$ cat src/rtl/scgc_pkg.sv
// Purpose: Shared constants and carriers for the serializer configuration bank
// Assumes: Register port is the internal side of the serial control bus slave
// Notes:   Offsets and fields are byte registers of eight bits
package scgc_pkg;
   localparam int          DATA_W          = 8;
   localparam int          ADDR_W          = 8;
   localparam int          TGT_W           = 7;
   // Register offsets
   localparam logic [7:0]  OFS_SOFT_RESET  = 8'h01;
   localparam logic [7:0]  OFS_GEN_CFG     = 8'h03;
   // Soft reset control fields
   localparam int          RST_KEEP_BIT    = 0;
   localparam int          RST_FULL_BIT    = 1;
   localparam int          RST_PWRDN_BIT   = 7;
   localparam logic [7:0]  RST_CTL_RESET   = 8'h00;
   // General configuration fields
   localparam int          CFG_CRC_BIT     = 7;
   localparam int          CFG_AUTOACK_BIT = 5;
   localparam int          CFG_FILTER_BIT  = 4;
   localparam int          CFG_PASS_BIT    = 3;
   localparam logic [7:0]  GEN_CFG_RESET   = 8'hd2;
   // Sync filter: least pulse width kept, in pixel clocks
   localparam int          FILT_MIN_CLKS   = 2;
   localparam int          NUM_SYNC        = 3;

   typedef struct packed {
      logic              wr;
      logic              rd;
      logic [ADDR_W-1:0] addr;
      logic [DATA_W-1:0] wdata;
   } scgc_reg_req_t;

   typedef struct packed {
      logic             start;
      logic             is_read;
      logic [TGT_W-1:0] target;
   } scgc_loc_req_t;

   typedef struct packed {
      logic done;
      logic nack;
      logic err;
   } scgc_rem_rsp_t;

   typedef enum logic [0:0] {FWD_IDLE, FWD_WAIT} scgc_fwd_state_t;
endpackage : scgc_pkg

$ cat src/rtl/scgc_top.sv
// Purpose: Configuration bits, soft resets, sync filter and remote forwarding control
// Assumes: Pixel clock is core_clk; all inputs synchronous to it
// Notes:   Alias table lives outside and is presented as a flat input vector
`timescale 1ns/1ps
`default_nettype none
module scgc_top
   import scgc_pkg::*;
#(
   parameter int NUM_ALIAS = 8
) (
   input  wire logic                       core_clk,               // Pixel clock
   input  wire logic                       rstn,                   // Async reset, active low
   input  wire scgc_reg_req_t              reg_req,                // Register access request
   output logic [DATA_W-1:0]               reg_rdata_q,            // Read data
   output logic                            reg_rvalid_q,           // Read data valid pulse
   output logic                            crc_check_en_q,         // Back-channel CRC checker enable
   output logic                            remote_pwrdn_en_q,      // Remote auto power down enable
   output logic                            logic_reset_q,          // Reset pulse to the rest of the logic
   input  wire logic                       horizontal_sync_input,  // Raw horizontal sync
   input  wire logic                       vertical_sync_input,    // Raw vertical sync
   input  wire logic                       video_data_valid,       // Raw data enable
   output logic [NUM_SYNC-1:0]             sync_filt_q,            // Filtered {valid, vsync, hsync}
   input  wire logic [NUM_ALIAS*TGT_W-1:0] remote_target_alias,    // Alias table entries
   input  wire logic [TGT_W-1:0]           remote_deser_id,        // Remote deserializer address
   input  wire logic                       pass_all_en,            // Forward any remote target
   input  wire scgc_loc_req_t              loc_req,                // Local I2C transaction start
   output logic                            loc_ack_q,              // Acknowledge to local master
   output logic                            loc_nack_q,             // Refusal to local master
   output logic                            fwd_req_q,              // Forward request pulse to remote
   output logic                            fwd_is_read_q,          // Forwarded transaction is a read
   output logic [TGT_W-1:0]                fwd_target_q,           // Forwarded target address
   input  wire scgc_rem_rsp_t              rem_rsp                 // Remote completion
);
   // Alias table needs at least one entry to compare against
   if (NUM_ALIAS < 1) begin : g_bad_alias
      $error("NUM_ALIAS must be at least one");
   end

   // Register group
   logic [DATA_W-1:0] gen_cfg_q, gen_cfg_d;
   logic              pwrdn_d, rdv_d, keep_q, keep_d, full_q, full_d;
   logic [DATA_W-1:0] rdata_d;
   logic              wr_rst, wr_cfg;

   always_comb begin
      wr_rst    = reg_req.wr && reg_req.addr == OFS_SOFT_RESET;
      wr_cfg    = reg_req.wr && reg_req.addr == OFS_GEN_CFG;
      gen_cfg_d = gen_cfg_q;
      pwrdn_d   = remote_pwrdn_en_q;
      keep_d    = wr_rst && reg_req.wdata[RST_KEEP_BIT];
      full_d    = wr_rst && reg_req.wdata[RST_FULL_BIT];
      if (full_q) begin
         gen_cfg_d = GEN_CFG_RESET;
         pwrdn_d   = RST_CTL_RESET[RST_PWRDN_BIT];
      end else begin
         if (wr_cfg) gen_cfg_d = reg_req.wdata;
         if (wr_rst) pwrdn_d = reg_req.wdata[RST_PWRDN_BIT];
      end
      rdv_d   = reg_req.rd;
      rdata_d = '0;
      // Reset bits are pulses, so they always read back as zero
      if (reg_req.addr == OFS_SOFT_RESET) rdata_d[RST_PWRDN_BIT] = remote_pwrdn_en_q;
      else if (reg_req.addr == OFS_GEN_CFG) rdata_d = gen_cfg_q;
      if (!reg_req.rd) rdata_d = reg_rdata_q;
   end

   always_ff @(posedge core_clk or negedge rstn) begin
      if (!rstn) begin
         gen_cfg_q         <= GEN_CFG_RESET;
         remote_pwrdn_en_q <= 1'b0;
         keep_q            <= 1'b0;
         full_q            <= 1'b0;
         reg_rvalid_q      <= 1'b0;
         reg_rdata_q       <= '0;
         crc_check_en_q    <= 1'b1;
         logic_reset_q     <= 1'b0;
      end else begin
         gen_cfg_q         <= gen_cfg_d;
         remote_pwrdn_en_q <= pwrdn_d;
         keep_q            <= keep_d;
         full_q            <= full_d;
         reg_rvalid_q      <= rdv_d;
         reg_rdata_q       <= rdata_d;
         crc_check_en_q    <= gen_cfg_d[CFG_CRC_BIT];
         logic_reset_q     <= keep_d | full_d;
      end
   end

   logic sreset;
   assign sreset = keep_q | full_q;

   // Sync filter: output follows only a level held two clocks
   logic [NUM_SYNC-1:0] sync_in, samp_q, samp_d, filt_d;
   assign sync_in = {video_data_valid, vertical_sync_input, horizontal_sync_input};

   for (genvar i = 0; i < NUM_SYNC; i++) begin : g_filt
      always_comb begin
         samp_d[i] = sync_in[i];
         filt_d[i] = sync_filt_q[i];
         if (sreset) begin
            samp_d[i] = 1'b0;
            filt_d[i] = 1'b0;
         end else if (!gen_cfg_q[CFG_FILTER_BIT]) begin
            filt_d[i] = sync_in[i];
         end else if (sync_in[i] == samp_q[i]) begin
            filt_d[i] = sync_in[i];
         end
      end
   end

   always_ff @(posedge core_clk or negedge rstn) begin
      if (!rstn) begin
         samp_q      <= '0;
         sync_filt_q <= '0;
      end else begin
         samp_q      <= samp_d;
         sync_filt_q <= filt_d;
      end
   end

   // Forwarding of local transactions to the remote end
   logic [NUM_ALIAS-1:0] alias_hit;
   for (genvar a = 0; a < NUM_ALIAS; a++) begin : g_alias
      assign alias_hit[a] = remote_target_alias[a*TGT_W +: TGT_W] == loc_req.target;
   end

   scgc_fwd_state_t  st_q, st_d;
   logic             masked_q, masked_d, ack_d, nack_d, fwd_d, frd_d;
   logic [TGT_W-1:0] ftgt_d;
   logic             remote_hit, auto_ack;

   always_comb begin
      remote_hit = loc_req.target == remote_deser_id || pass_all_en
                   || (gen_cfg_q[CFG_PASS_BIT] && |alias_hit);
      // Alias-only targets keep the normal ack unless forward-all is on
      auto_ack   = gen_cfg_q[CFG_AUTOACK_BIT] && !loc_req.is_read
                   && (loc_req.target == remote_deser_id || pass_all_en);
      st_d     = st_q;
      masked_d = masked_q;
      ack_d    = 1'b0;
      nack_d   = 1'b0;
      fwd_d    = 1'b0;
      frd_d    = fwd_is_read_q;
      ftgt_d   = fwd_target_q;
      case (st_q)
         FWD_IDLE: begin
            if (loc_req.start && remote_hit) begin
               fwd_d    = 1'b1;
               frd_d    = loc_req.is_read;
               ftgt_d   = loc_req.target;
               ack_d    = auto_ack;
               masked_d = auto_ack;
               st_d     = FWD_WAIT;
            end
         end
         FWD_WAIT: begin
            if (rem_rsp.done) begin
               // After an early ack, remote failures are swallowed; otherwise they give a nack
               ack_d  = !masked_q && !rem_rsp.nack && !rem_rsp.err;
               nack_d = !masked_q && (rem_rsp.nack || rem_rsp.err);
               masked_d = 1'b0;
               st_d   = FWD_IDLE;
            end
         end
         default: st_d = FWD_IDLE;
      endcase
      if (sreset) begin
         st_d     = FWD_IDLE;
         masked_d = 1'b0;
         ack_d    = 1'b0;
         nack_d   = 1'b0;
         fwd_d    = 1'b0;
      end
   end

   always_ff @(posedge core_clk or negedge rstn) begin
      if (!rstn) begin
         st_q          <= FWD_IDLE;
         masked_q      <= 1'b0;
         loc_ack_q     <= 1'b0;
         loc_nack_q    <= 1'b0;
         fwd_req_q     <= 1'b0;
         fwd_is_read_q <= 1'b0;
         fwd_target_q  <= '0;
      end else begin
         st_q          <= st_d;
         masked_q      <= masked_d;
         loc_ack_q     <= ack_d;
         loc_nack_q    <= nack_d;
         fwd_req_q     <= fwd_d;
         fwd_is_read_q <= frd_d;
         fwd_target_q  <= ftgt_d;
      end
   end

   property p_keep_reset;
      @(posedge core_clk) disable iff (!rstn)
      (wr_rst && reg_req.wdata[RST_KEEP_BIT] && !reg_req.wdata[RST_FULL_BIT] && !full_q && !wr_cfg)
      |=> logic_reset_q ##1 (!logic_reset_q || $past(wr_rst)) && ($stable(gen_cfg_q) || $past(wr_cfg));
   endproperty
   a_keep_reset: assert property (p_keep_reset) else $error("keep-config reset wrong");

   property p_crc_en;
      @(posedge core_clk) disable iff (!rstn)
      (wr_cfg && !full_q) |=> crc_check_en_q == $past(reg_req.wdata[CFG_CRC_BIT]);
   endproperty
   a_crc_en: assert property (p_crc_en) else $error("crc enable mismatch");

   property p_auto_ack;
      @(posedge core_clk) disable iff (!rstn)
      (st_q == FWD_IDLE && loc_req.start && !loc_req.is_read && gen_cfg_q[CFG_AUTOACK_BIT] && !sreset
       && (loc_req.target == remote_deser_id || pass_all_en)) |=> loc_ack_q && fwd_req_q;
   endproperty
   a_auto_ack: assert property (p_auto_ack) else $error("write not acked at once");

   property p_no_remote_nack;
      @(posedge core_clk) disable iff (!rstn)
      (st_q == FWD_WAIT && masked_q && rem_rsp.done) |=> !loc_nack_q && !loc_ack_q;
   endproperty
   a_no_remote_nack: assert property (p_no_remote_nack) else $error("remote nack leaked");

   property p_filter;
      @(posedge core_clk) disable iff (!rstn || sreset)
      ($past(gen_cfg_q[CFG_FILTER_BIT]) && $rose(sync_filt_q[0]))
      |-> $past(horizontal_sync_input, 1) && $past(horizontal_sync_input, 2);
   endproperty
   a_filter: assert property (p_filter) else $error("short hsync pulse passed");

   property p_pass;
      @(posedge core_clk) disable iff (!rstn)
      (st_q == FWD_IDLE && loc_req.start && gen_cfg_q[CFG_PASS_BIT] && |alias_hit && !sreset)
      |=> fwd_req_q && fwd_target_q == $past(loc_req.target);
   endproperty
   a_pass: assert property (p_pass) else $error("alias match not forwarded");

   property p_full_reset;
      @(posedge core_clk) disable iff (!rstn)
      (wr_rst && reg_req.wdata[RST_FULL_BIT]) |=> logic_reset_q ##1 gen_cfg_q == GEN_CFG_RESET;
   endproperty
   a_full_reset: assert property (p_full_reset) else $error("full reset kept config");

   property p_read_waits;
      @(posedge core_clk) disable iff (!rstn)
      (st_q == FWD_IDLE && loc_req.start && remote_hit && loc_req.is_read && !sreset)
      |=> !loc_ack_q ##0 (st_q == FWD_WAIT && !masked_q);
   endproperty
   a_read_waits: assert property (p_read_waits) else $error("read acked early");
endmodule : scgc_top
`default_nettype wire

$ cat config.mk
export PLATFORM = sky130hd
export DESIGN_NAME = scgc_top
export DESIGN_NICKNAME = d
export VERILOG_FILES = /design/src/rtl/scgc_pkg.sv /design/src/rtl/scgc_top.sv
export SDC_FILE = /design/constraint.sdc
export NUM_CORES = 1
export LEC_CHECK = 0
export BUFFER_PORTS_ARGS = -buffer_cell sky130_fd_sc_hd__buf_2
export CORE_ASPECT_RATIO = 1.1
export CORE_UTILIZATION = 46
export CTS_BUF_LIST = sky130_fd_sc_hd__clkbuf_8 sky130_fd_sc_hd__clkbuf_16
export DETAILED_ROUTE_END_ITERATION = 16
export PLACE_DENSITY_LB_ADDON = 0.3
export SLEW_MARGIN = 5
export SYNTH_ARGS = -nofsm -noshare
export SYNTH_HDL_FRONTEND = slang
export SYNTH_SLANG_ARGS = --single-unit
export TNS_END_PERCENT = 20
$ cat constraint.sdc
create_clock -name core_clk -period 2.1 [get_ports core_clk]
set_clock_uncertainty 0.05 [all_clocks]
set_input_delay 0.105 -clock core_clk [delete_from_list [all_inputs] [get_ports core_clk]]
set_output_delay 0.105 -clock core_clk [all_outputs]
set_load 0.01 [all_outputs]
==> results of run 1 <==
[cell families after synthesis]
logic type	after synthesis	synth area share
AO/OA/AOI/OAI	35	0.106
XOR/XNOR	63	0.225
buffers and inverters	25	0.0617
flip-flops	40	0.410
multiplexers	13	0.0699
AND/OR/NAND/NOR	59	0.127
[power breakdown]
| part | leakage (nW) | internal, W | switching, W |
|---|---|---|---|
| Sequential | 0.503 | 0.000835 | 0.0000388 |
| Clock | 0.0507 | 0.000228 | 0.000261 |
| Combinational | 1.04 | 0.000262 | 0.000216 |
[final cells by class]
type | count | area (um^2) | area share
Tap cell | 58 | 72.6 | 0.0225
Multi-Input combinational cell | 170 | 1300 | 0.403
Inverter | 14 | 52.6 | 0.0163
Clock buffer | 5 | 68.8 | 0.0214
Timing Repair Buffer | 133 | 706 | 0.219
Sequential cell | 40 | 1010 | 0.313
Clock inverter | 3 | 16.3 | 0.00505
[metal layers]
layer,global-route usage,part of all wire,routed length (um)
met1,0.258,0.41,2480
met4,0.0765,0.021,128
met3,0.0488,0.072,433
met5,0,0,0
met2,0.389,0.49,2980
[metrics by stage]
| stage | hold slack, ps | total power, W |
|---|---|---|
| 4_1_cts | 1.39 | 0.00186 |
| 5_1_grt | 14.2 | 0.00193 |
| 2_1_floorplan | -241 | 0.00116 |
| 3_3_place_gp | 216 | 0.00135 |
| 3_5_place_dp | 221 | 0.00136 |
| 6_report | 6.98 | 0.00184 |
[worst max-delay path, cell delays in order (launching register included)]
cell and delay (ps):
sky130_fd_sc_hd__dfrtp_2 490, sky130_fd_sc_hd__or2_2 370, sky130_fd_sc_hd__nor2_1 160, sky130_fd_sc_hd__nand4b_1 150
sky130_fd_sc_hd__o41ai_1 80, sky130_fd_sc_hd__dlygate4sd3_1 580
[repair_timing]
action	CTS	global route
gates resized for setup	0	1
hold buffers	7	0
endpoints found under the hold margin	41	0
setup endpoints to repair	0	1
[registers in the layout (all words and copies together), names as in the netlist]
register	flops
fwd_req_q	1
st_q	1
remote_pwrdn_en_q	1
reg_rvalid_q	1
keep_q	1
fwd_target_q	7
fwd_is_read_q	1
loc_ack_q	1
samp_q	3
sync_filt_q	3
reg_rdata_q	8
logic_reset_q	1
full_q	1
gen_cfg_q	8
loc_nack_q	1
masked_q	1
[cell usage in the layout, fill, tap and decap left out, drive strengths merged, types with 3 or more instances in the layout]
cell type,count
inv,16
dfstp,4
o22ai,4
nand2,13
nand3,12
dlygate4sd3,7
nand4,8
buf,126
xnor2,59
and2,4
nor2,12
mux2i,4
a21o,3
mux2,9
a211o,4
xor2,4
a21oi,5
o21ai,13
dfrtp,36
clkbuf,5
[synthesized netlist by cell type (all sizes together) (5+ instances only)]
| cell type | instances | area share |
|---|---|---|
| xnor2 | 59 | 0.21 |
| dfrtp | 36 | 0.37 |
| inv | 14 | 0.021 |
| nand2 | 13 | 0.020 |
| o21ai | 13 | 0.027 |
| nand3 | 12 | 0.024 |
| nor2 | 12 | 0.018 |
| mux2 | 9 | 0.054 |
| buf | 8 | 0.036 |
| nand4 | 8 | 0.020 |
| a21oi | 5 | 0.015 |
[worst min path at each step]
stage / to / slack [ps] / cells past startpoint
2_1_floorplan: full_q$_DFF_PN0_ / -240 / 0
3_3_place_gp: remote_pwrdn_en_q$_DFFE_PN0P_ / 220 / 1
3_5_place_dp: remote_pwrdn_en_q$_DFFE_PN0P_ / 220 / 1
4_1_cts: gen_cfg_q[2]$_DFFE_PN0P_ / 1 / 3
5_1_grt: samp_q[2]$_DFF_PN0_ / 10 / 2
6_report: logic_reset_q$_DFF_PN0_ / 7 / 2
==> results.txt, run 1 <==
* Worst EP arrival: 2110 ps
* Area of the core: 0.00507 mm^2
- Clock insertion delay at the later pin of the skew report: just under 300 ps
* Worst supply voltage drop on vdd: 0.397 mV
- Number of top-level design ports: about 130
- Once routing completed, OpenROAD measured the worst setup slack at 169 ps.
* Global placement routability congestion: between 0.8 and 0.9
- The critical path ends at loc_ack_q$_DFF_PN0_.
- The worst register-to-register path begins at full_q$_DFF_PN0_.
- After detailed routing, the total wire length is 6020 um.
- STA classifies the critical path endpoint as a flop.
- Post-Syn Area per Cell: 10.4 um^2
- After technology mapping, the gate count stands at between 200 and 250.
- Critical path class: reg2reg
* Outcome: complete, no violations
* Number of CTS-inserted buffers: 5
- Dividing the detail-routed wire length by the instance count gives 14.2 um.
- Required time at the endpoint of the critical path: 2280 ps
* Die span in y: about 79 um
* Starting density of the core: 0.484
- DRC errors left: 0
- Capture instance of the worst register-to-register path: loc_ack_q$_DFF_PN0_
* Fraction of layout cells with a size suffix above 1: 0.422
* Setup fix buffers added after clock tree synthesis: 0
- Highest clock rate: 518 MHz
- Overflow after GRT: 0
- Wire length of the first global-routing pass: 9580 um
- Measured against its own limit, the worst slew margin works out to 0.420.
* RSZ-0062 raised after global routing: false
* Final sum of negative setup slack: 0 ps
* Placed instance area: 0.00306 mm^2
* CTS max path bufs: 2
- The count of pins over their slew limit was 0.
- Post-route fraction of the period consumed by the critical path: 0.919
- The number of nets in the synthesized netlist is between 300 and 400.
* Post-Place Setup Slack: 63.2 ps
- Final core area utilization: 0.635
- In this run the worst hold path is classified as in2reg.
- Kind of start point of the critical path: flop
- Post-synth ARST share: 1.00
* Site Rows: 27
- Initial drt markers: 67
- Number of global-route vias before repair: 2,046
* Largest fanout on the critical path: 11
* Number of antenna violations at the first check in global routing: 0
- In the synthesized netlist the dominant register cell turns out to be sky130_fd_sc_hd__dfrtp_1.
- Reg2Reg Depth: 5
- Across all layers, the routed design uses ~2,100 vias.
- Counting the fill cells in the layout gives between 400 and 500.
- In this run the horizontal extent of the chip is 71.6 um.
- The number of placed instances, taps included, is 408.
* Synth Warn #: 0
* Clock transition at path regs: 80 ps
* Max capacitance violation total: 0
- The clock drives 40 sinks.
- Estimated wirelength of the detail-placed design: 4590 um
- Number of synthesized register bits: 40
* Count of antenna-violating nets left after detailed routing: 0
* Global-route total usage across every layer: 0.219
* Antenna Diode Count: 0
- The final layout contains 463 nets.
* Detailed-route vias per instance: 5.04
- Final critical-path required period: about 1900 ps
- Once layout is done, the placed cells without fillers occupy roughly 0.0032 mm^2.
* Pin count of the biggest net entering global routing: 41
- Final count of hold timing violations: 0
* Slew @ Worst Pin: 870 ps
* Final cell count without fillers: 423
* CTS HTree Levels: 2
- For flop-to-flop paths, the worst setup slack is 170 ps.
* Static leakage: 1.59 nW
- Worst hold path startpoint: reg_req[0]
* Number of enable-type register cells in the synthesized netlist: 0
- Of the synthesized area, sequential elements account for 0.410.
- The area growth from synthesis to layout is 31.2%.
- The first detailed-routing pass ran for 4 iterations.
- Areal power density over the cells: 572 mW/mm^2
- In this run the worst setup path begins at full_q$_DFF_PN0_.
- CTS tree: yes
* Mapped Area: roughly 0.0025 mm^2
* Total die area: roughly 0.0056 mm^2
* Clock root buffer: sky130_fd_sc_hd__clkbuf_8
* Synth unique cells: 39
* Final count of negative-setup-slack endpoints: 0
- During placement, the flow inserted port buffers numbering 124.
Note: power is estimated with default switching activity, not from simulation.
==> inputs of run 2 (changes only) <==
BUFFER_PORTS_ARGS = -buffer_cell sky130_fd_sc_hd__buf_4   (was -buffer_cell sky130_fd_sc_hd__buf_2)
==> run 2 against run 1 <==
Effect of this change: clock power grew 36%; via count grew 3.5%; worst setup slack lost 61 ps; sequential power grew 0.5%; worst hold slack gained 5.3 ps; die area is the same; largest cell class unchanged; core utilization grew 7.7 points; flip-flop and latch count is the same; maximum frequency shrank 3.1%.
==> results.txt, run 2 (synthesis results as in run 1) <==
* Global-route track usage on met1: 0.272 (+0.0142)
* Final count of hold timing violations: 0 (unchanged)
* Global-route total usage across every layer: 0.248 (+0.0295)
* Initial drt markers: 75 (+12%)
- Count of buffer and inverter cells on the critical path: 1 (unchanged)
* CTS HTree Levels: 2 (unchanged)
- The leakage component of the power was 1.72 nW (+7.9%).
* Detailed-route via count: 2,208 (+3.5%)
* Biggest registers after layout: gen_cfg_q x8, reg_rdata_q x8, fwd_target_q x7
- Estimated wirelength of the detail-placed design: 5070 um (+10%)
- CTS tree: yes
* Critical path class: reg2reg
- The I/O pin total was 125 (unchanged).
- The global route total overflow was 0 (unchanged).
* Clock insertion delay at the later pin of the skew report: 290 ps (about the same)
* Final sum of negative setup slack: 0 ps (unchanged)
- The global placer's final weighted congestion is 0.837 (+2.9%).
- The number of global-route vias before repair is 2,293 (+12%).
* Required time at the endpoint of the critical path: 2290 ps (about the same)
* Number of nets at the end of the flow: 467 (+0.86%)
- Die X: 71.6 um (unchanged)
* Drt wl/cell: 15.7 um (+10%)
- Site Rows: 27 (unchanged)
- Clock sink count: 40 (unchanged)
- RSZ-0062 raised after global routing: false
- The clock slew seen by the registers of the worst setup and hold paths is 80 ps (about the same).
- The met2 usage in global routing came to 0.459 (+0.0708).
- The total power divided by cell area came to 584 mW/mm^2 (+2.1%).
* DRC errors left: 0 (unchanged)
- The critical path's largest stage delay came to 610 ps (+30 ps).
- Fraction of layout cells with a size suffix above 1: 0.423 (+0.000846)
* Post-Place Setup Slack: 140 ps (+76.9 ps)
- Worst supply voltage drop on vdd: 0.540 mV (+36%)
* Pin count of the biggest net entering global routing: 41 (unchanged)
* Final critical-path required period: 1990 ps (+61.5 ps)
* Number of CTS-inserted buffers: 5 (unchanged)
* Worst-path cell with the longest stage delay: sky130_fd_sc_hd__dlygate4sd3_1
- CTS max path bufs: 2 (unchanged)
- Number of antenna violations at the first check in global routing: 0 (unchanged)
- Outcome: complete, no violations
* Total die area: 0.00563 mm^2 (unchanged)
- Setup fix buffers added after clock tree synthesis: 0 (unchanged)
- STA classifies the critical path startpoint as a flop.
* Min Hold Slack: 12.3 ps (+5.29 ps)
- The total length of routed wires was 6700 um (+11%).
* Met3 routing resource usage after global routing: 0.0565 (+0.00770)
- Slew @ Worst Pin: 494 ps (-376 ps)
* Relative slew margins: 0.671 (+0.251)
* Clock root buffer: sky130_fd_sc_hd__clkbuf_8
* Largest fanout on the critical path: 11 (unchanged)
- Area growth syn-to-layout: 47.2%
* Worst Hold Class: in2reg
- Fin. max-slew vios: 0 (unchanged)
- Fillers: 410 (-7.2%)
- Die span in y: 78.6 um (unchanged)
- The total of buffers placed on input and output ports was 124 (unchanged).
- The slack of the worst reg-to-reg path came to 110 ps (-60 ps).
- The area inside the core boundary came to 0.00507 mm^2 (unchanged).
* Count of antenna-violating nets left after detailed routing: 0 (unchanged)
- Wire length of the first global-routing pass: 10,700 um (+12%)
- Min setup slack post-route: 108 ps (-61.5 ps)
* Type of destination of the critical path: flop
- Detailed-router iteration count before antenna repair: 4 (unchanged)
- Detailed-route vias per instance: 5.17 (+2.5%)
- The antenna diode count is 0 (unchanged).
- The number of maximum-capacitance constraint violations came to 0 (unchanged).
- Leading cell type in the layout, fill and taps excluded: sky130_fd_sc_hd__buf_4
* Worst EP arrival: 2180 ps (+70 ps)
* Kind of cell adding the most delay to the critical path: simple AND/OR/NAND/NOR gates
* Highest clock rate: 502 MHz (-3.1%)
- The starting density of the core was 0.484 (unchanged).
- In the layout the commonest cells are 125 x sky130_fd_sc_hd__buf_4, 59 x sky130_fd_sc_hd__xnor2_1, 35 x sky130_fd_sc_hd__dfrtp_1.
- Cell Chain, Critical Path: or2_2, nor2_1, nand4b_1, o41ai_1, dlygate4sd3_1
* Most Crowded Layer GR: met2
* Final count of negative-setup-slack endpoints: 0 (unchanged)
- Post-route fraction of the period consumed by the critical path: 0.949 (+0.0293)
## run 2: cell count changes in the layout (fill, tap and decap cells not counted), sizes merged
cell / delta
buf: -1
bufinv: +1
clkbuf: +1
dlygate4sd3: +5
inv: -2
## run 2: path summary, 6_finish.rpt
path                                 startpoint                       end  depth (start not counted)
setup reg to reg               full_q$_DFF_PN0_       loc_ack_q$_DFF_PN0_                          5
setup / recovery               full_q$_DFF_PN0_       loc_ack_q$_DFF_PN0_                          5
hold reg to reg            masked_q$_DFFE_PN0P_      loc_nack_q$_DFF_PN0_                          1
max in group asynchronous                  rstn  gen_cfg_q[1]$_DFFE_PN1P_                          2
hold / removal                       reg_req[2]  gen_cfg_q[2]$_DFFE_PN0P_                          3
min in group asynchronous                  rstn   logic_reset_q$_DFF_PN0_                          2
## run 2: per-stage QoR
step | instance area [um^2] | instances | total power (W) | utilization
2_1_floorplan | 2450 | 235 | 0.00116 | -
3_3_place_gp | 3370 | 407 | 0.00143 | 0.664
3_5_place_dp | 3370 | 407 | 0.00144 | 0.664
4_1_cts | 3610 | 427 | 0.00212 | 0.712
5_1_grt | 3610 | 427 | 0.00221 | 0.713
6_report | 3610 | 427 | 0.00211 | 0.713
## run 2: power breakdown
group / switching (W) / internal, W
registers: 0.0000432 / 0.000835
logic: 0.000222 / 0.000343
clock network: 0.000276 / 0.000389
total: 0.000541 / 0.00157
## run 2: metal layers
| metal | up-vias | wire length [um] | share of wire |
|---|---|---|---|
| met2 | 100 | 3480 | 0.52 |
| met4 | 0 | 145 | 0.022 |
| li1 | 1056 | - | - |
| met3 | 12 | 519 | 0.077 |
| met5 | - | 0 | 0 |
| met1 | 1040 | 2560 | 0.38 |
## run 2: area by class of cell
cell class                      instances  area [um^2]  share of cell area
Clock inverter                          2         38.8              0.0107
Sequential cell                        40         1010               0.279
Inverter                               14         52.6              0.0146
Timing Repair Buffer                  137         1060               0.293
Multi-Input combinational cell        170         1300               0.360
Tap cell                               58         72.6              0.0201
Clock buffer                            6         82.6              0.0229
## run 2: tightest hold or removal path, delay by kind of cell
| kind | cells | cell delay (ps) |
|---|---|---|
| buffers and inverters | 1 | 70 |
| muxes | 1 | 50 |
| and+or+nand+nor | 1 | 80 |
## run 2: what timing repair did
item / CTS / global route
hold buffers: 12 / 0
setup endpoints to repair: 0 / 1
resized for setup: 0 / 2
hold endpoints to repair: 45 / 0
